$ cat config.mk
export PLATFORM = sky130hd
export DESIGN_NAME = gpb_port_bank
export DESIGN_NICKNAME = d
export VERILOG_FILES = /design/src/gpb_pkg.sv /design/src/gpb_port_bank.sv
export VERILOG_INCLUDE_DIRS = /design/src
export SDC_FILE = /design/constraint.sdc
export NUM_CORES = 1
export LEC_CHECK = 0
export CAP_MARGIN = 10
export CORE_ASPECT_RATIO = 0.75
export CORE_MARGIN = 2
export CORE_UTILIZATION = 28
export CTS_BUF_LIST = sky130_fd_sc_hd__clkbuf_8
export DETAILED_ROUTE_END_ITERATION = 10
export DONT_BUFFER_PORTS = 1
export SYNTH_ARGS = -nofsm -noshare
export SYNTH_HDL_FRONTEND = slang
export SYNTH_SLANG_ARGS = --single-unit
export TNS_END_PERCENT = 50
$ cat constraint.sdc
create_clock -name clk -period 2.8 [get_ports clk]
set_input_delay 0.42 -clock clk [delete_from_list [all_inputs] [get_ports clk]]
set_output_delay 0.42 -clock clk [all_outputs]
set_load 0.005 [all_outputs]
$ cat src/gpb_defs.svh
`ifndef GPB_DEFS_SVH
`define GPB_DEFS_SVH
// register byte addresses
`define GPB_ADDR_P0_LATCH   8'h00
`define GPB_ADDR_P0_DIR     8'h04
`define GPB_ADDR_P0_PULLUP  8'h08
`define GPB_ADDR_P1_LATCH   8'h0C
`define GPB_ADDR_P1_DIR     8'h10
`define GPB_ADDR_P1_PULLUP  8'h14
`define GPB_ADDR_P2_LATCH   8'h18
`define GPB_ADDR_P2_DIR     8'h1C
`define GPB_ADDR_P2_PULLUP  8'h20
`define GPB_ADDR_CTRL       8'h24
`define GPB_ADDR_RMW_LATCH0 8'h28
`define GPB_ADDR_RMW_LATCH1 8'h2C
`define GPB_ADDR_RMW_LATCH2 8'h30
`define GPB_ADDR_BITS       8
// field positions and masks
`define GPB_P1_MASK         8'h1F
`define GPB_P2_MASK         8'h1F
`define GPB_P1_NOPULL_BIT   2
`define GPB_CTRL_ISOLATE    0
`define GPB_CTRL_STANDBY    1
`define GPB_CTRL_SERIRQ     2
`define GPB_CTRL_ECIRQ      3
`define GPB_P1_RX_BIT       0
`define GPB_P1_SCK_BIT      3
`define GPB_P2_EC_BIT       4
`define GPB_RESET_BYTE      8'h00
`define GPB_RESP_OKAY       2'b00
`define GPB_RESP_SLVERR     2'b10
`endif

$ cat src/gpb_pkg.sv
`default_nettype none
package gpb_pkg;
    typedef logic [2:0][7:0] gpb_bank_t;
    typedef struct packed {
        logic        bValid;
        logic        arReady;
        logic        awReady;
        logic        wReady;
        logic        rValid;
        logic [31:0] rData;
        logic [1:0]  rResp;
        logic [1:0]  bResp;
        logic        awHeld;
        logic        wHeld;
        logic [7:0]  awAddr;
        logic [31:0] wData;
        logic [3:0]  wStrb;
    } gpb_bus_t;
    typedef struct packed {
        gpb_bank_t  latch;
        gpb_bank_t  dir;
        gpb_bank_t  pull;
        logic [3:0] ctrl;
        gpb_bank_t  sync1;
        gpb_bank_t  sync2;
        gpb_bank_t  sync3;
        gpb_bank_t  pinLevel;
        gpb_bank_t  padOut;
        gpb_bank_t  padOe;
        gpb_bank_t  padPull;
        gpb_bank_t  inGate;
        logic [7:0] extIrqPin;
        gpb_bank_t  periphIn;
        gpb_bus_t   bus;
    } gpb_state_t;
endpackage
`default_nettype wire

$ cat src/gpb_port_bank.sv
// Function
// - direction bit one makes the pin a general output
// - data writes go to latch; output pins drive latch directly
// - reading an output pin returns the latch
// - direction bit zero makes the pin a general input
// - writes to input pins only update the latch
// - input pins read the pin level; rmw reads return latch
// - peripheral output enable routes peripheral output onto pin
// - peripheral-driven pin reads pin level; rmw read returns latch
// - direction zero reads pin level even when peripheral uses input
// - reset clears all direction bits to inputs
// - isolate bit in stop/watch floats pins and forces input low, except pins kept open for port 0, serial or EC irqs
// - port 0 pins with external irq enabled keep input open
// - isolate bit zero in standby keeps pin state and level
// - port 0 pin levels feed the external interrupt circuit, gated low in isolation unless the pin's irq is enabled
// - pull-up enable bit one connects the pull-up
// - pull-up disconnected while the pin drives low
// - open-drain pins float when driven high
// - port 1 bit 2 pull-up is storage only, no effect
// - port 1 implements only bits 0 to 4
// - serial rx and clock pins stay open when irq routing enabled
`include "gpb_defs.svh"
`default_nettype none
module gpb_port_bank #(
    parameter logic [2:0][7:0] OPEN_DRAIN = '0
) (
    input  wire logic                 clk,
    input  wire logic                 resetn,
    input  wire logic [7:0]           s_axi_awaddr,
    input  wire logic                 s_axi_awvalid,
    output logic                      s_axi_awready,
    input  wire logic [31:0]          s_axi_wdata,
    input  wire logic [3:0]           s_axi_wstrb,
    input  wire logic                 s_axi_wvalid,
    output logic                      s_axi_wready,
    output logic [1:0]                s_axi_bresp,
    output logic                      s_axi_bvalid,
    input  wire logic                 s_axi_bready,
    input  wire logic [7:0]           s_axi_araddr,
    input  wire logic                 s_axi_arvalid,
    output logic                      s_axi_arready,
    output logic [31:0]               s_axi_rdata,
    output logic [1:0]                s_axi_rresp,
    output logic                      s_axi_rvalid,
    input  wire logic                 s_axi_rready,
    input  wire gpb_pkg::gpb_bank_t   padIn,
    output gpb_pkg::gpb_bank_t        padOut,
    output gpb_pkg::gpb_bank_t        padOe,
    output gpb_pkg::gpb_bank_t        padPullup,
    input  wire gpb_pkg::gpb_bank_t   periphOe,
    input  wire gpb_pkg::gpb_bank_t   periphOut,
    input  wire logic                 standbyEnter,
    input  wire logic [7:0]           extIrqEnable,
    output gpb_pkg::gpb_bank_t        periphIn,
    output logic [7:0]                extIrqPin
);
    localparam logic [2:0][7:0] IMPL = {`GPB_P2_MASK, `GPB_P1_MASK, 8'hFF};

    // refused at elaboration: open drain on a pin that does not exist
    if ((OPEN_DRAIN & ~IMPL) != '0) begin : g_bad_open_drain
        $error("open drain set on unimplemented bit");
    end

    gpb_pkg::gpb_state_t s_q;
    gpb_pkg::gpb_state_t s_d;

    logic       wrGo;
    logic       rdGo;
    logic [1:0] wrPort;
    logic [1:0] rdPort;
    logic [7:0] rdByte;
    logic       rdHit;
    logic       isolate;
    gpb_pkg::gpb_bank_t keepOpen;
    gpb_pkg::gpb_bank_t drive;
    gpb_pkg::gpb_bank_t level;

    always_comb begin
        s_d = s_q;
        // pin inputs through three stages; change counts when 2 and 3 agree
        s_d.sync1 = padIn;
        s_d.sync2 = s_q.sync1;
        s_d.sync3 = s_q.sync2;
        for (int b = 0; b < 24; b++) begin
            if (s_q.sync2[b / 8][b % 8] == s_q.sync3[b / 8][b % 8]) begin
                s_d.pinLevel[b / 8][b % 8] = s_q.sync2[b / 8][b % 8];
            end
        end

        // isolation only in stop/watch with the isolate bit
        isolate = s_q.ctrl[`GPB_CTRL_ISOLATE] & standbyEnter;
        s_d.ctrl[`GPB_CTRL_STANDBY] = standbyEnter;
        keepOpen = '0;
        // irq-enabled port 0 inputs stay open
        keepOpen[0] = extIrqEnable;
        // serial rx and clock kept open by irq routing
        keepOpen[1][`GPB_P1_RX_BIT]  = s_q.ctrl[`GPB_CTRL_SERIRQ];
        keepOpen[1][`GPB_P1_SCK_BIT] = s_q.ctrl[`GPB_CTRL_SERIRQ];
        keepOpen[2][`GPB_P2_EC_BIT]  = s_q.ctrl[`GPB_CTRL_ECIRQ];

        for (int p = 0; p < 3; p++) begin
            for (int i = 0; i < 8; i++) begin
                // peripheral output wins over the port latch
                drive[p][i] = periphOe[p][i] ? periphOut[p][i] : s_q.latch[p][i];
                // without isolation the pin keeps its state
                if (isolate || !IMPL[p][i]) begin
                    s_d.padOe[p][i] = 1'b0;
                end else begin
                    s_d.padOe[p][i] = (s_q.dir[p][i] | periphOe[p][i]) &
                                      ~(OPEN_DRAIN[p][i] & drive[p][i]);
                end
                // peripheral output or latch value to the pad, registered
                s_d.padOut[p][i] = drive[p][i];
                s_d.padPull[p][i] = s_q.pull[p][i] & IMPL[p][i] &
                                    ~(s_d.padOe[p][i] & ~drive[p][i]);
                s_d.inGate[p][i] = ~isolate | keepOpen[p][i];
                level[p][i] = s_q.pinLevel[p][i] & s_d.inGate[p][i];
            end
        end
        s_d.padPull[1][`GPB_P1_NOPULL_BIT] = 1'b0;
        // port 0 levels to the irq circuit, gated like the inputs in isolation
        s_d.extIrqPin = s_q.pinLevel[0] & s_d.inGate[0];
        // registered so the peripheral side sees no gate glitches
        s_d.periphIn = s_d.pinLevel & s_d.inGate;

        // write channel: address and data in either order
        s_d.bus.awReady = 1'b0;
        s_d.bus.wReady  = 1'b0;
        s_d.bus.arReady = 1'b0;
        if (s_axi_awvalid && s_q.bus.awReady) begin
            s_d.bus.awHeld = 1'b1;
            s_d.bus.awAddr = s_axi_awaddr;
        end
        if (s_axi_wvalid && s_q.bus.wReady) begin
            s_d.bus.wHeld = 1'b1;
            s_d.bus.wData = s_axi_wdata;
            s_d.bus.wStrb = s_axi_wstrb;
        end
        if (!s_d.bus.awHeld && !s_q.bus.bValid && !s_q.bus.awReady) s_d.bus.awReady = s_axi_awvalid;
        if (!s_d.bus.wHeld && !s_q.bus.bValid && !s_q.bus.wReady) s_d.bus.wReady = s_axi_wvalid;
        wrGo = s_q.bus.awHeld & s_q.bus.wHeld & ~s_q.bus.bValid;
        wrPort = 2'(s_q.bus.awAddr / 12);
        if (wrGo) begin
            s_d.bus.awHeld = 1'b0;
            s_d.bus.wHeld  = 1'b0;
            s_d.bus.bValid = 1'b1;
            s_d.bus.bResp  = `GPB_RESP_OKAY;
            // byte lane 0 only, effective next edge
            if (s_q.bus.wStrb[0]) begin
                unique case (s_q.bus.awAddr)
                    // writes always land in the latch
                    `GPB_ADDR_P0_LATCH, `GPB_ADDR_P1_LATCH, `GPB_ADDR_P2_LATCH:
                        s_d.latch[wrPort] = s_q.bus.wData[7:0] & IMPL[wrPort];
                    `GPB_ADDR_P0_DIR, `GPB_ADDR_P1_DIR, `GPB_ADDR_P2_DIR:
                        s_d.dir[wrPort] = s_q.bus.wData[7:0] & IMPL[wrPort];
                    `GPB_ADDR_P0_PULLUP, `GPB_ADDR_P1_PULLUP, `GPB_ADDR_P2_PULLUP:
                        s_d.pull[wrPort] = s_q.bus.wData[7:0] & IMPL[wrPort];
                    `GPB_ADDR_CTRL: begin
                        s_d.ctrl[`GPB_CTRL_ISOLATE] = s_q.bus.wData[`GPB_CTRL_ISOLATE];
                        s_d.ctrl[`GPB_CTRL_SERIRQ]  = s_q.bus.wData[`GPB_CTRL_SERIRQ];
                        s_d.ctrl[`GPB_CTRL_ECIRQ]   = s_q.bus.wData[`GPB_CTRL_ECIRQ];
                    end
                    `GPB_ADDR_RMW_LATCH0, `GPB_ADDR_RMW_LATCH1, `GPB_ADDR_RMW_LATCH2: ;
                    default: s_d.bus.bResp = `GPB_RESP_SLVERR;
                endcase
            end
        end
        if (s_q.bus.bValid && s_axi_bready) s_d.bus.bValid = 1'b0;

        // read channel
        rdGo = s_axi_arvalid & s_q.bus.arReady;
        if (!s_q.bus.rValid && !s_q.bus.arReady) s_d.bus.arReady = s_axi_arvalid;
        rdPort = 2'(s_axi_araddr / 12);
        rdHit  = 1'b1;
        rdByte = `GPB_RESET_BYTE;
        unique case (s_axi_araddr)
            // output reads latch, others the pin
            `GPB_ADDR_P0_LATCH, `GPB_ADDR_P1_LATCH, `GPB_ADDR_P2_LATCH:
                rdByte = ((s_q.dir[rdPort] & ~periphOe[rdPort] & s_q.latch[rdPort]) |
                          (~(s_q.dir[rdPort] & ~periphOe[rdPort]) & level[rdPort])) & IMPL[rdPort];
            `GPB_ADDR_P0_DIR, `GPB_ADDR_P1_DIR, `GPB_ADDR_P2_DIR:
                rdByte = s_q.dir[rdPort];
            `GPB_ADDR_P0_PULLUP, `GPB_ADDR_P1_PULLUP, `GPB_ADDR_P2_PULLUP:
                rdByte = s_q.pull[rdPort];
            `GPB_ADDR_CTRL:
                rdByte = {4'h0, s_q.ctrl};
            `GPB_ADDR_RMW_LATCH0: rdByte = s_q.latch[0];
            `GPB_ADDR_RMW_LATCH1: rdByte = s_q.latch[1];
            `GPB_ADDR_RMW_LATCH2: rdByte = s_q.latch[2];
            default: rdHit = 1'b0;
        endcase
        if (rdGo) begin
            s_d.bus.rValid = 1'b1;
            s_d.bus.rData  = {24'h00_0000, rdByte};
            s_d.bus.rResp  = rdHit ? `GPB_RESP_OKAY : `GPB_RESP_SLVERR;
        end else if (s_q.bus.rValid && s_axi_rready) begin
            s_d.bus.rValid = 1'b0;
        end
    end

    always_ff @(posedge clk or negedge resetn) begin
        if (!resetn) begin
            s_q <= '0;
        end else begin
            s_q <= s_d;
        end
    end

    assign s_axi_awready = s_q.bus.awReady;
    assign s_axi_wready  = s_q.bus.wReady;
    assign s_axi_bvalid  = s_q.bus.bValid;
    assign s_axi_bresp   = s_q.bus.bResp;
    assign s_axi_arready = s_q.bus.arReady;
    assign s_axi_rvalid  = s_q.bus.rValid;
    assign s_axi_rdata   = s_q.bus.rData;
    assign s_axi_rresp   = s_q.bus.rResp;
    assign padOut        = s_q.padOut;
    assign padOe         = s_q.padOe;
    assign padPullup     = s_q.padPull;
    assign periphIn      = s_q.periphIn;
    assign extIrqPin     = s_q.extIrqPin;

    chk_reset_inputs: assert property (@(posedge clk) $rose(resetn) |-> s_q.dir == '0)
        else $error("direction not cleared by reset");
    chk_isolate_float: assert property (@(posedge clk) disable iff (!resetn)
        (s_q.ctrl[`GPB_CTRL_ISOLATE] && standbyEnter) |=> padOe == '0)
        else $error("pin driven during isolation");
    chk_output_drive: assert property (@(posedge clk) disable iff (!resetn)
        (!standbyEnter && s_q.dir[0][0] && !periphOe[0][0] && !OPEN_DRAIN[0][0])
        |=> padOe[0][0] && padOut[0][0] == $past(s_q.latch[0][0]))
        else $error("output pin not driving latch");
    chk_input_float: assert property (@(posedge clk) disable iff (!resetn)
        (s_q.dir[2][1] == 1'b0 && !periphOe[2][1]) |=> !padOe[2][1])
        else $error("input pin driven");
    chk_pull_low: assert property (@(posedge clk) disable iff (!resetn)
        (padOe[0][3] && !padOut[0][3]) |-> !padPullup[0][3])
        else $error("pull-up on low driven pin");
    chk_debug_nopull: assert property (@(posedge clk) disable iff (!resetn)
        !padPullup[1][`GPB_P1_NOPULL_BIT])
        else $error("pull-up on debug pin");
    chk_p1_upper: assert property (@(posedge clk) disable iff (!resetn)
        s_q.dir[1][7:5] == 3'b000 && s_q.latch[1][7:5] == 3'b000)
        else $error("port 1 upper bits set");
    // write lands one edge after both halves are held
    chk_write_next: assert property (@(posedge clk) disable iff (!resetn)
        (s_q.bus.awHeld && s_q.bus.wHeld && !s_q.bus.bValid && s_q.bus.wStrb[0]
         && s_q.bus.awAddr == `GPB_ADDR_P0_DIR) |=> s_q.dir[0] == $past(s_q.bus.wData[7:0]))
        else $error("direction write not applied");
    // irq enabled port 0 input open in isolation
    chk_irq_open: assert property (@(posedge clk) disable iff (!resetn)
        extIrqEnable[0] |=> s_q.inGate[0][0])
        else $error("irq input gated");
    chk_periph_route: assert property (@(posedge clk) disable iff (!resetn)
        (!standbyEnter && periphOe[2][0] && !OPEN_DRAIN[2][0])
        |=> padOe[2][0] && padOut[2][0] == $past(periphOut[2][0]))
        else $error("peripheral output not on pin");
    chk_pull_connect: assert property (@(posedge clk) disable iff (!resetn)
        (s_q.pull[0][5] && !s_q.dir[0][5] && !periphOe[0][5]) |=> padPullup[0][5])
        else $error("pull-up not connected");
    // port 0 levels reach the irq circuit
    chk_irq_feed: assert property (@(posedge clk) disable iff (!resetn)
        !isolate |=> extIrqPin == $past(s_q.pinLevel[0]))
        else $error("pin level missing at irq circuit");
endmodule
`default_nettype wire

==> metrics.csv, run 1 <==
metric,value,unit
routed_wl,34700,um
arrival,3.20,ns
fmax,371,MHz
leakage,6.65,nW
yosys-top-cells-area,"dfrtp_1 (58%), buf_4 (8.4%), mux2_2 (8.2%), o21a_1 (2.5%), maj3_1 (1.9%)",
antenna_left,0,
cts-buffers-inserted,50,
end_kind,flop,
antenna_found_initial,0,
grt_overflow,0,
drt-wirelength-per-cell,20.0,um
setup_viol_count_final,0,
dp_hpwl,23900,um
clk_latency,0.63,ns
critical_path_class,reg -> reg,
grt_max_degree,298,
clock_skew,0.0252,ns
ys_seq_area_frac,0.578,
die_w,251,um
switchingPower,3.23,mW
synth.distinct_cells,72,
die_y,190,um
crit_path_start_kind,flop,
placed_cell_area,12800,sq um
async_flop_share,1.00,
fillers,4442,
cts_sinks,297,
grt_use_total,0.146,
violations,hold timing,
final_common_cell,dfrtp_1,
core,45000,sq um
critical_path.max_fanout,9,
grt.busiest_layer,met2,
drt_iter0_drc,447,
viasPerCell,4.66,
whs,-0.494,ns
fin_crit_sh,0.964,
synth.avg_cell_area,12.4,sq um
dr.pass1.iters,5,
cts_tree,done,
areaGrowthSynthToFinish,16.5,%
p_int,7.71,mW
required,3.30,ns
clockRootBuffer,clkbuf_8,
netlist_area,12900,sq um
gp_congestion,0.868,
grt_first_pass_wirelength,52100,um
cts_setup_buffers,0,
drive_above_1_share,0.207,
hp-class,in -> async,
via_count,8064,
grtUsageMet2,0.221,
clockBufferDepth,3,
ios,285,
row_count,67,
outcome,finished with violations,
hold_violations,297,
p_seq_frac,0.488,
use_met1,0.202,
yosysWarnings,0,
syn-instance-count,1040,
fin_setup_tns,0,ns
p_per_area,730,nW/um^2
period_needed,2.70,ns
fin_area,15000,sq um
ys.flop_type,dfrtp_1,
holdBufCountCts,113,
ys_ff_latch,297,
drv_slew,0,
grt_util_met3,0.0436,
worstMarginPinSlew,0.978,ns
swShare,0.296,
rsz0062_at_grt,no,
max-vdd-ir-drop,433,uV
yosys.area.top_type,dfrtp_1,
maxCapViolations,0,
nNetsFinal,1244,
h-tree-depth,2,
drc,0,
path_clk_slew,0.07,ns
p_comb_frac,0.150,
start_util,0.286,
most-common-layout-cells,"dfrtp_1 (297), dlygate4sd3_1 (113), mux2_2 (94)",
numPortBuffers,0,
synth_enable_flop_cells,0,
first_global_vias,8399,
synth_top_area_share,0.578,
relSlewSlack,0.348,
dieArea,47700,sq um
clkPwrFrac,0.361,
kinds of logic (layout without fill, tap and decap cells):
kind of cell	count (synthesis)	after routing	share of synthesized area
XOR/XNOR	3	3	0.00263
other	1	40	0.000292
AO/OA/AOI/OAI	200	200	0.107
AND/OR/NAND/NOR	185	185	0.0820
adder cells (fa/ha/maj)	26	26	0.0206
flip-flops	297	297	0.578
multiplexers	120	120	0.105
buffers and inverters	208	273	0.104
final cells by class:
cell class / instances / area [sq um] / share of cell area
Clock inverter: 37 / 249 / 0.0166
Timing Repair Buffer: 151 / 1430 / 0.0957
Antenna cell: 1 / 2.50 / 0.000167
Inverter: 29 / 109 / 0.00727
Multi-Input combinational cell: 573 / 4250 / 0.284
Tap cell: 586 / 733 / 0.0490
Clock buffer: 56 / 771 / 0.0515
Sequential cell: 297 / 7430 / 0.496
layer usage:
metal  wire (um)  vias to the layer above  share of wire
met5           0                        -              0
met2       15500                      279           0.45
li1            -                     3609              -
met3        2550                       56          0.073
met4         766                        0          0.022
met1       15900                     4120           0.46
cell usage after synthesis, drive strengths merged, types with 2 or more instances:
library cell / count
a31oi: 9
o221ai: 4
nand3: 9
nor2b: 13
nor4b: 5
o311a: 2
ha: 2
clkbuf: 25
nand4: 2
buf: 154
o211ai: 7
nor2: 21
a2bb2oi: 4
mux2i: 17
nand3b: 8
a21boi: 2
a32oi: 4
nor4bb: 2
o21ai: 53
a21oi: 25
nand2b: 20
o22ai: 7
nor3: 5
mux2: 103
nand2: 41
o21a: 43
maj3: 24
a221o: 3
o221a: 4
nor4: 3
and2: 35
inv: 29
a22oi: 16
or4: 2
nor3b: 6
a211o: 3
and3b: 4
xnor2: 2
a211oi: 5
dfrtp: 297
or3: 5
o2bb2ai: 2
through the flow:
stage | setup slack [ns] | instances | power [mW] | util
after floorplan | 0.00155 | 1078 | 6.60 | -
after global placement | 0.108 | 1523 | 6.84 | 0.285
after detailed placement | 0.0319 | 1523 | 6.90 | 0.285
after CTS | 0.0561 | 1729 | 11.1 | 0.332
after global routing | 0.00783 | 1729 | 11.5 | 0.333
final | 0.102 | 1730 | 10.9 | 0.333
state kept, by name, indices dropped and copies added, names as in the netlist:
register	count
s_q	141
s_d	48
s_axi_awready	1
padPullup	17
s_axi_bresp	1
s_axi_bvalid	1
s_axi_rvalid	1
periphIn	24
s_axi_wready	1
s_axi_rdata	8
padOut	24
keepOpen	2
s_axi_arready	1
s_axi_rresp	1
padOe	18
extIrqPin	8
worst max-delay path: stages, from the launching register on:
cell and delay [ns]:
dfrtp_1 0.41, ha_4 0.30, nor3b_1 0.05, o311a_1 0.36, o21a_1 0.20, or3_1 0.33, or4_1 0.43, buf_6 0.18
mux2_4 0.30
worst paths after layout:
kind                                 to             from  cells after the start  slack [ns]
max in group asynchronous      s_d[270]           resetn                      0        2.49
min reg2reg                    s_d[251]         s_d[275]                      0        0.34
min in group clk           extIrqPin[4]  extIrqEnable[4]                      1        0.05
max                            s_q[372]          s_q[43]                      8        0.10
max reg2reg                    s_q[372]          s_q[43]                      8        0.10
min                            s_q[262]           resetn                      0       -0.49
what timing repair did:
action,in CTS,in global routing
gates resized for setup,0,2
endpoints found under the setup margin,0,3
endpoints found under the hold margin,400,297
power by group through the flow:
stage	clock network (mW)	logic, mW	registers (mW)
floorplan	0	1.56	5.04
global placement	0	1.44	5.40
detailed placement	0	1.49	5.42
CTS	4.12	1.63	5.34
global route	4.32	1.82	5.41
finish	3.95	1.64	5.34
(Power assumes the default switching activity.)
==> run 2, diff against run 1 <==
--- a/config.mk
+++ b/config.mk
@@ -8,3 +8,2 @@
 export LEC_CHECK = 0
-export CAP_MARGIN = 10
 export CORE_ASPECT_RATIO = 0.75
==> constraint.sdc (replaced) <==
create_clock -name clk -period 2.8 [get_ports clk]
set_input_delay 0.28 -clock clk [delete_from_list [all_inputs] [get_ports clk]]
set_output_delay 0.28 -clock clk [all_outputs]
set_load 0.005 [all_outputs]
==> metrics.csv, run 2 (synthesized netlist as in run 1, its figures left out) <==
metric,value,unit
drc,0,
p_per_area,755,nW/um^2
fin_ws,0.0952,ns
hp-class,in -> async,
fillers,4428,
die_y,190,um
cp_num_buf_inv,1,
crit_slowest_cell,or4_4,
grt.busiest_layer,met2,
cts_setup_buffers,0,
nNetsFinal,1243,
clockRootBuffer,clkbuf_8,
via_count,8030,
p_int,8.16,mW
path_clk_slew,0.07,ns
cts-buffers-inserted,50,
clkPwrFrac,0.389,
dieArea,47700,sq um
dp_slack,0.0912,ns
critical_path_depth,8,
use_met1,0.193,
clockBufferDepth,3,
rsz0062_at_grt,no,
fin_area,15100,sq um
critical_path.max_fanout,8,
fmax,370,MHz
die_w,251,um
arrival,3.20,ns
drt_iter0_drc,453,
most-common-layout-cells,"dfrtp_1 (297), dlygate4sd3_1 (117), mux2_2 (94)",
viasPerCell,4.64,
core,45000,sq um
worstPathCellList,"ha_4, nor3b_1, o311a_1, o21a_1, or3_1, or4_4, buf_6, mux2_4",
required,3.30,ns
fin_setup_tns,0,ns
grt_max_degree,298,
grtUsageMet2,0.219,
row_count,67,
crit_family,simple AND/OR/NAND/NOR gates,
drive_above_1_share,0.208,
p_comb_frac,0.143,
hold_violations,297,
final_common_cell,dfrtp_1,
max-vdd-ir-drop,444,uV
maxCapViolations,0,
first_global_vias,8354,
end_kind,flop,
grt_first_pass_wirelength,51300,um
n_antenna_cell,0,
clock_skew,0.0330,ns
dr.pass1.iters,4,
placed_cell_area,12800,sq um
leakage,6.71,nW
p_seq_frac,0.467,
critical_path_class,reg -> reg,
worstMarginPinSlew,0.653,ns
startpoint,s_q[42],
outcome,finished with violations,
areaGrowthSynthToFinish,17.6,%
routed_wl,34100,um
clk_latency,0.64,ns
dp_hpwl,23600,um
switchingPower,3.26,mW
r2r_start,s_q[42],
antenna_left,0,
largest_reg_flops,141,
cts_tree,done,
h-tree-depth,2,
grt_use_total,0.143,
fin_crit_sh,0.966,
crit_path_start_kind,flop,
relSlewSlack,0.563,
start_util,0.286,
holdBufCountCts,117,
drt-wirelength-per-cell,19.7,um
numPortBuffers,0,
grt_util_met3,0.0465,
setup_viol_count_final,0,
drv_slew,0,
cts_sinks,297,
multiInputGateArea,4250,sq um
r2r_cells,8,
violations,hold timing,
grt_overflow,0,
whs,-0.654,ns
largest-register,s_q,
max_stage_delay,0.43,ns
swShare,0.285,
antenna_found_initial,0,
ios,285,
regArea,7430,sq um
gp_congestion,0.860,
period_needed,2.70,ns
[run 2: worst register-to-register path: cells and delay by family (launching register included)]
kind | cells | cell delay [ns]
adders and majority gates | 1 | 0.30
and+or+nand+nor | 3 | 0.80
muxes | 1 | 0.31
AOI/OAI and AO/OA | 2 | 0.57
DFF | 1 | 0.41
buffers and inverters | 1 | 0.17
[run 2: worst paths after layout]
kind                       slack, ns        endpoint
setup reg to reg                 0.1        s_q[375]
max in group asynchronous       2.95        s_d[242]
hold reg to reg                 0.35        s_d[239]
setup / recovery                 0.1        s_q[375]
min in group clk                0.13  s_axi_rdata[4]
hold / removal                 -0.65        s_d[262]
[run 2: metal layers]
metal  vias up  share of wire  wire [um]
li1       3600              -          -
met1      4152           0.46      15800
met2       229           0.45      15300
met3        49          0.070       2400
met4         0          0.020        671
met5         -              0          0
[run 2: area by class of cell]
class,count,area share
inverter,29,0.00720
timing repair buffer,150,0.0949
sequential,297,0.492
clock buffer,59,0.0537
clock inverter,35,0.0228
tap,586,0.0485
multi-input combinational,573,0.281
[run 2: timing repair]
action | CTS | global route
endpoints found under the hold margin | 424 | 297
resized for setup | 0 | 5
setup endpoints to repair | 0 | 13
[run 2: power by group through the flow]
stage               Sequential (mW)  Clock, mW  Combinational [mW]
global placement               5.39          0                1.43
detailed placement             5.41          0                1.47
CTS                            5.34       4.62                1.63
floorplan                      5.04          0                1.56
finish                         5.34       4.45                1.64
global route                   5.40       4.81                1.81
[run 2: stage by stage]
stage | util | instances | total power, mW
global route | 0.336 | 1729 | 12.0
detailed placement | 0.284 | 1518 | 6.89
floorplan | - | 1078 | 6.60
global placement | 0.284 | 1518 | 6.83
CTS | 0.336 | 1729 | 11.6
finish | 0.336 | 1729 | 11.4
==> run 3, diff against run 2 <==
- PLACE_DENSITY_LB_ADDON: not set -> 0.2
==> metrics.csv, run 3 (synthesized netlist as in run 1, its figures left out) <==
metric,value,unit
cts_setup_buffers,0,
arrival,3.20,ns
drt-wirelength-per-cell,20.3,um
critical_path.max_fanout,8,
holdBufCountCts,119,
dp_slack,0.0600,ns
clockRootBuffer,clkbuf_8,
dp_hpwl,23700,um
fmax,368,MHz
worst-r2r-setup-slack,0.09,ns
cts_tree,done,
relSlewSlack,0.430,
critical_path_class,reg -> reg,
die_y,190,um
clockBufferDepth,3,
antenna_found_initial,0,
clk_latency,0.63,ns
fin_ws,0.0857,ns
grt_use_total,0.149,
whs,-0.645,ns
core,45000,sq um
hp-class,in -> async,
drv_slew,0,
drc,0,
row_count,67,
gp_congestion,0.812,
drive_above_1_share,0.205,
fin_setup_tns,0,ns
r2r_cells,8,
violations,hold timing,
grt_max_degree,298,
maxCapViolations,0,
cts-buffers-inserted,50,
numPortBuffers,0,
largest-register,s_q,
cts_sinks,297,
most-common-layout-cells,"dfrtp_1 (297), dlygate4sd3_1 (119), mux2_2 (94)",
rsz0062_at_grt,no,
r2r_start,s_q[43],
worstMarginPinSlew,0.844,ns
clock_skew,0.0303,ns
fillers,4451,
end_kind,flop,
p_per_area,750,nW/um^2
h-tree-depth,2,
antenna_left,0,
max-vdd-ir-drop,369,uV
start_util,0.286,
largest_reg_flops,141,
areaGrowthSynthToFinish,17.8,%
nNetsFinal,1245,
setup_viol_count_final,0,
dr.pass1.iters,5,
drt_iter0_drc,453,
stdcell_count,1730,
viasPerCell,4.58,
grt_first_pass_wirelength,53000,um
grt_overflow,0,
outcome,finished with violations,
ios,285,
path_clk_slew,0.06,ns
routed_wl,35200,um
die_w,251,um
fin_crit_sh,0.969,
hold_violations,297,
first_global_vias,8181,
crit_path_start_kind,flop,
period_needed,2.71,ns
r2r-end,s_q[375],
via_count,7925,
dieArea,47700,sq um
dp.cells,1518,
required,3.29,ns
leakage,6.74,nW
final_common_cell,dfrtp_1,
==> run 3: timing repair <==
action / CTS / global route
resized for setup: 0 / 4
hold endpoints to repair: 424 / 297
setup endpoints to repair: 0 / 5
==> run 3: worst max-delay path by stage <==
stage	startpoint	to	slack, ns	depth (start not counted)
global route	s_q[43]	s_q[375]	0.001	8
floorplan	s_q[42]	s_q[371]	0.002	10
detailed placement	s_q[43]	s_q[373]	0.06	8
global placement	s_q[43]	s_q[375]	0.08	8
finish	s_q[43]	s_q[375]	0.09	8
CTS	s_q[43]	s_q[375]	0.02	8
==> run 3: cell type report <==
class	count	area (sq um)	share of cell area
diodes	1	2.50	0.000165
repair buffers	152	1480	0.0980
clock buffers	66	908	0.0600
flip-flops and latches	297	7430	0.491
inverters	29	109	0.00719
well taps	586	733	0.0484
multi-input cells	573	4250	0.281
clock inverters	26	228	0.0150
==> run 3: routing by layer <==
metal,track usage,vias up,wire length (um)
met5,0,-,0
li1,-,3614,-
met4,0.0460,0,720
met3,0.0398,54,2250
met2,0.218,227,15300
met1,0.215,4030,16900
==> run 3: through the flow <==
stage	area [sq um]	power (mW)	util	hold WS, ns
5_1_grt	15100	12.0	0.336	-0.714
6_report	15100	11.4	0.337	-0.645
2_1_floorplan	13000	6.60	-	-0.0156
3_3_place_gp	12800	6.85	0.284	-0.00644
4_1_cts	15100	11.5	0.336	-0.721
3_5_place_dp	12800	6.87	0.284	-0.00647
==> run 3: worst max-delay path: stages (launching register included) <==
cell and delay [ns]:
dfrtp_1 0.41, ha_4 0.30, nor3b_1 0.05, o311a_1 0.37, o21a_1 0.21, or3_4 0.34
or4_4 0.43, buf_8 0.17, mux2_4 0.29
==> run 3: power breakdown <==
part | leakage (nW) | switching [mW] | internal [mW]
Combinational | 2.39 | 0.761 | 0.878
Clock | 0.627 | 1.90 | 2.49
Sequential | 3.73 | 0.561 | 4.77
Total | 6.74 | 3.22 | 8.13
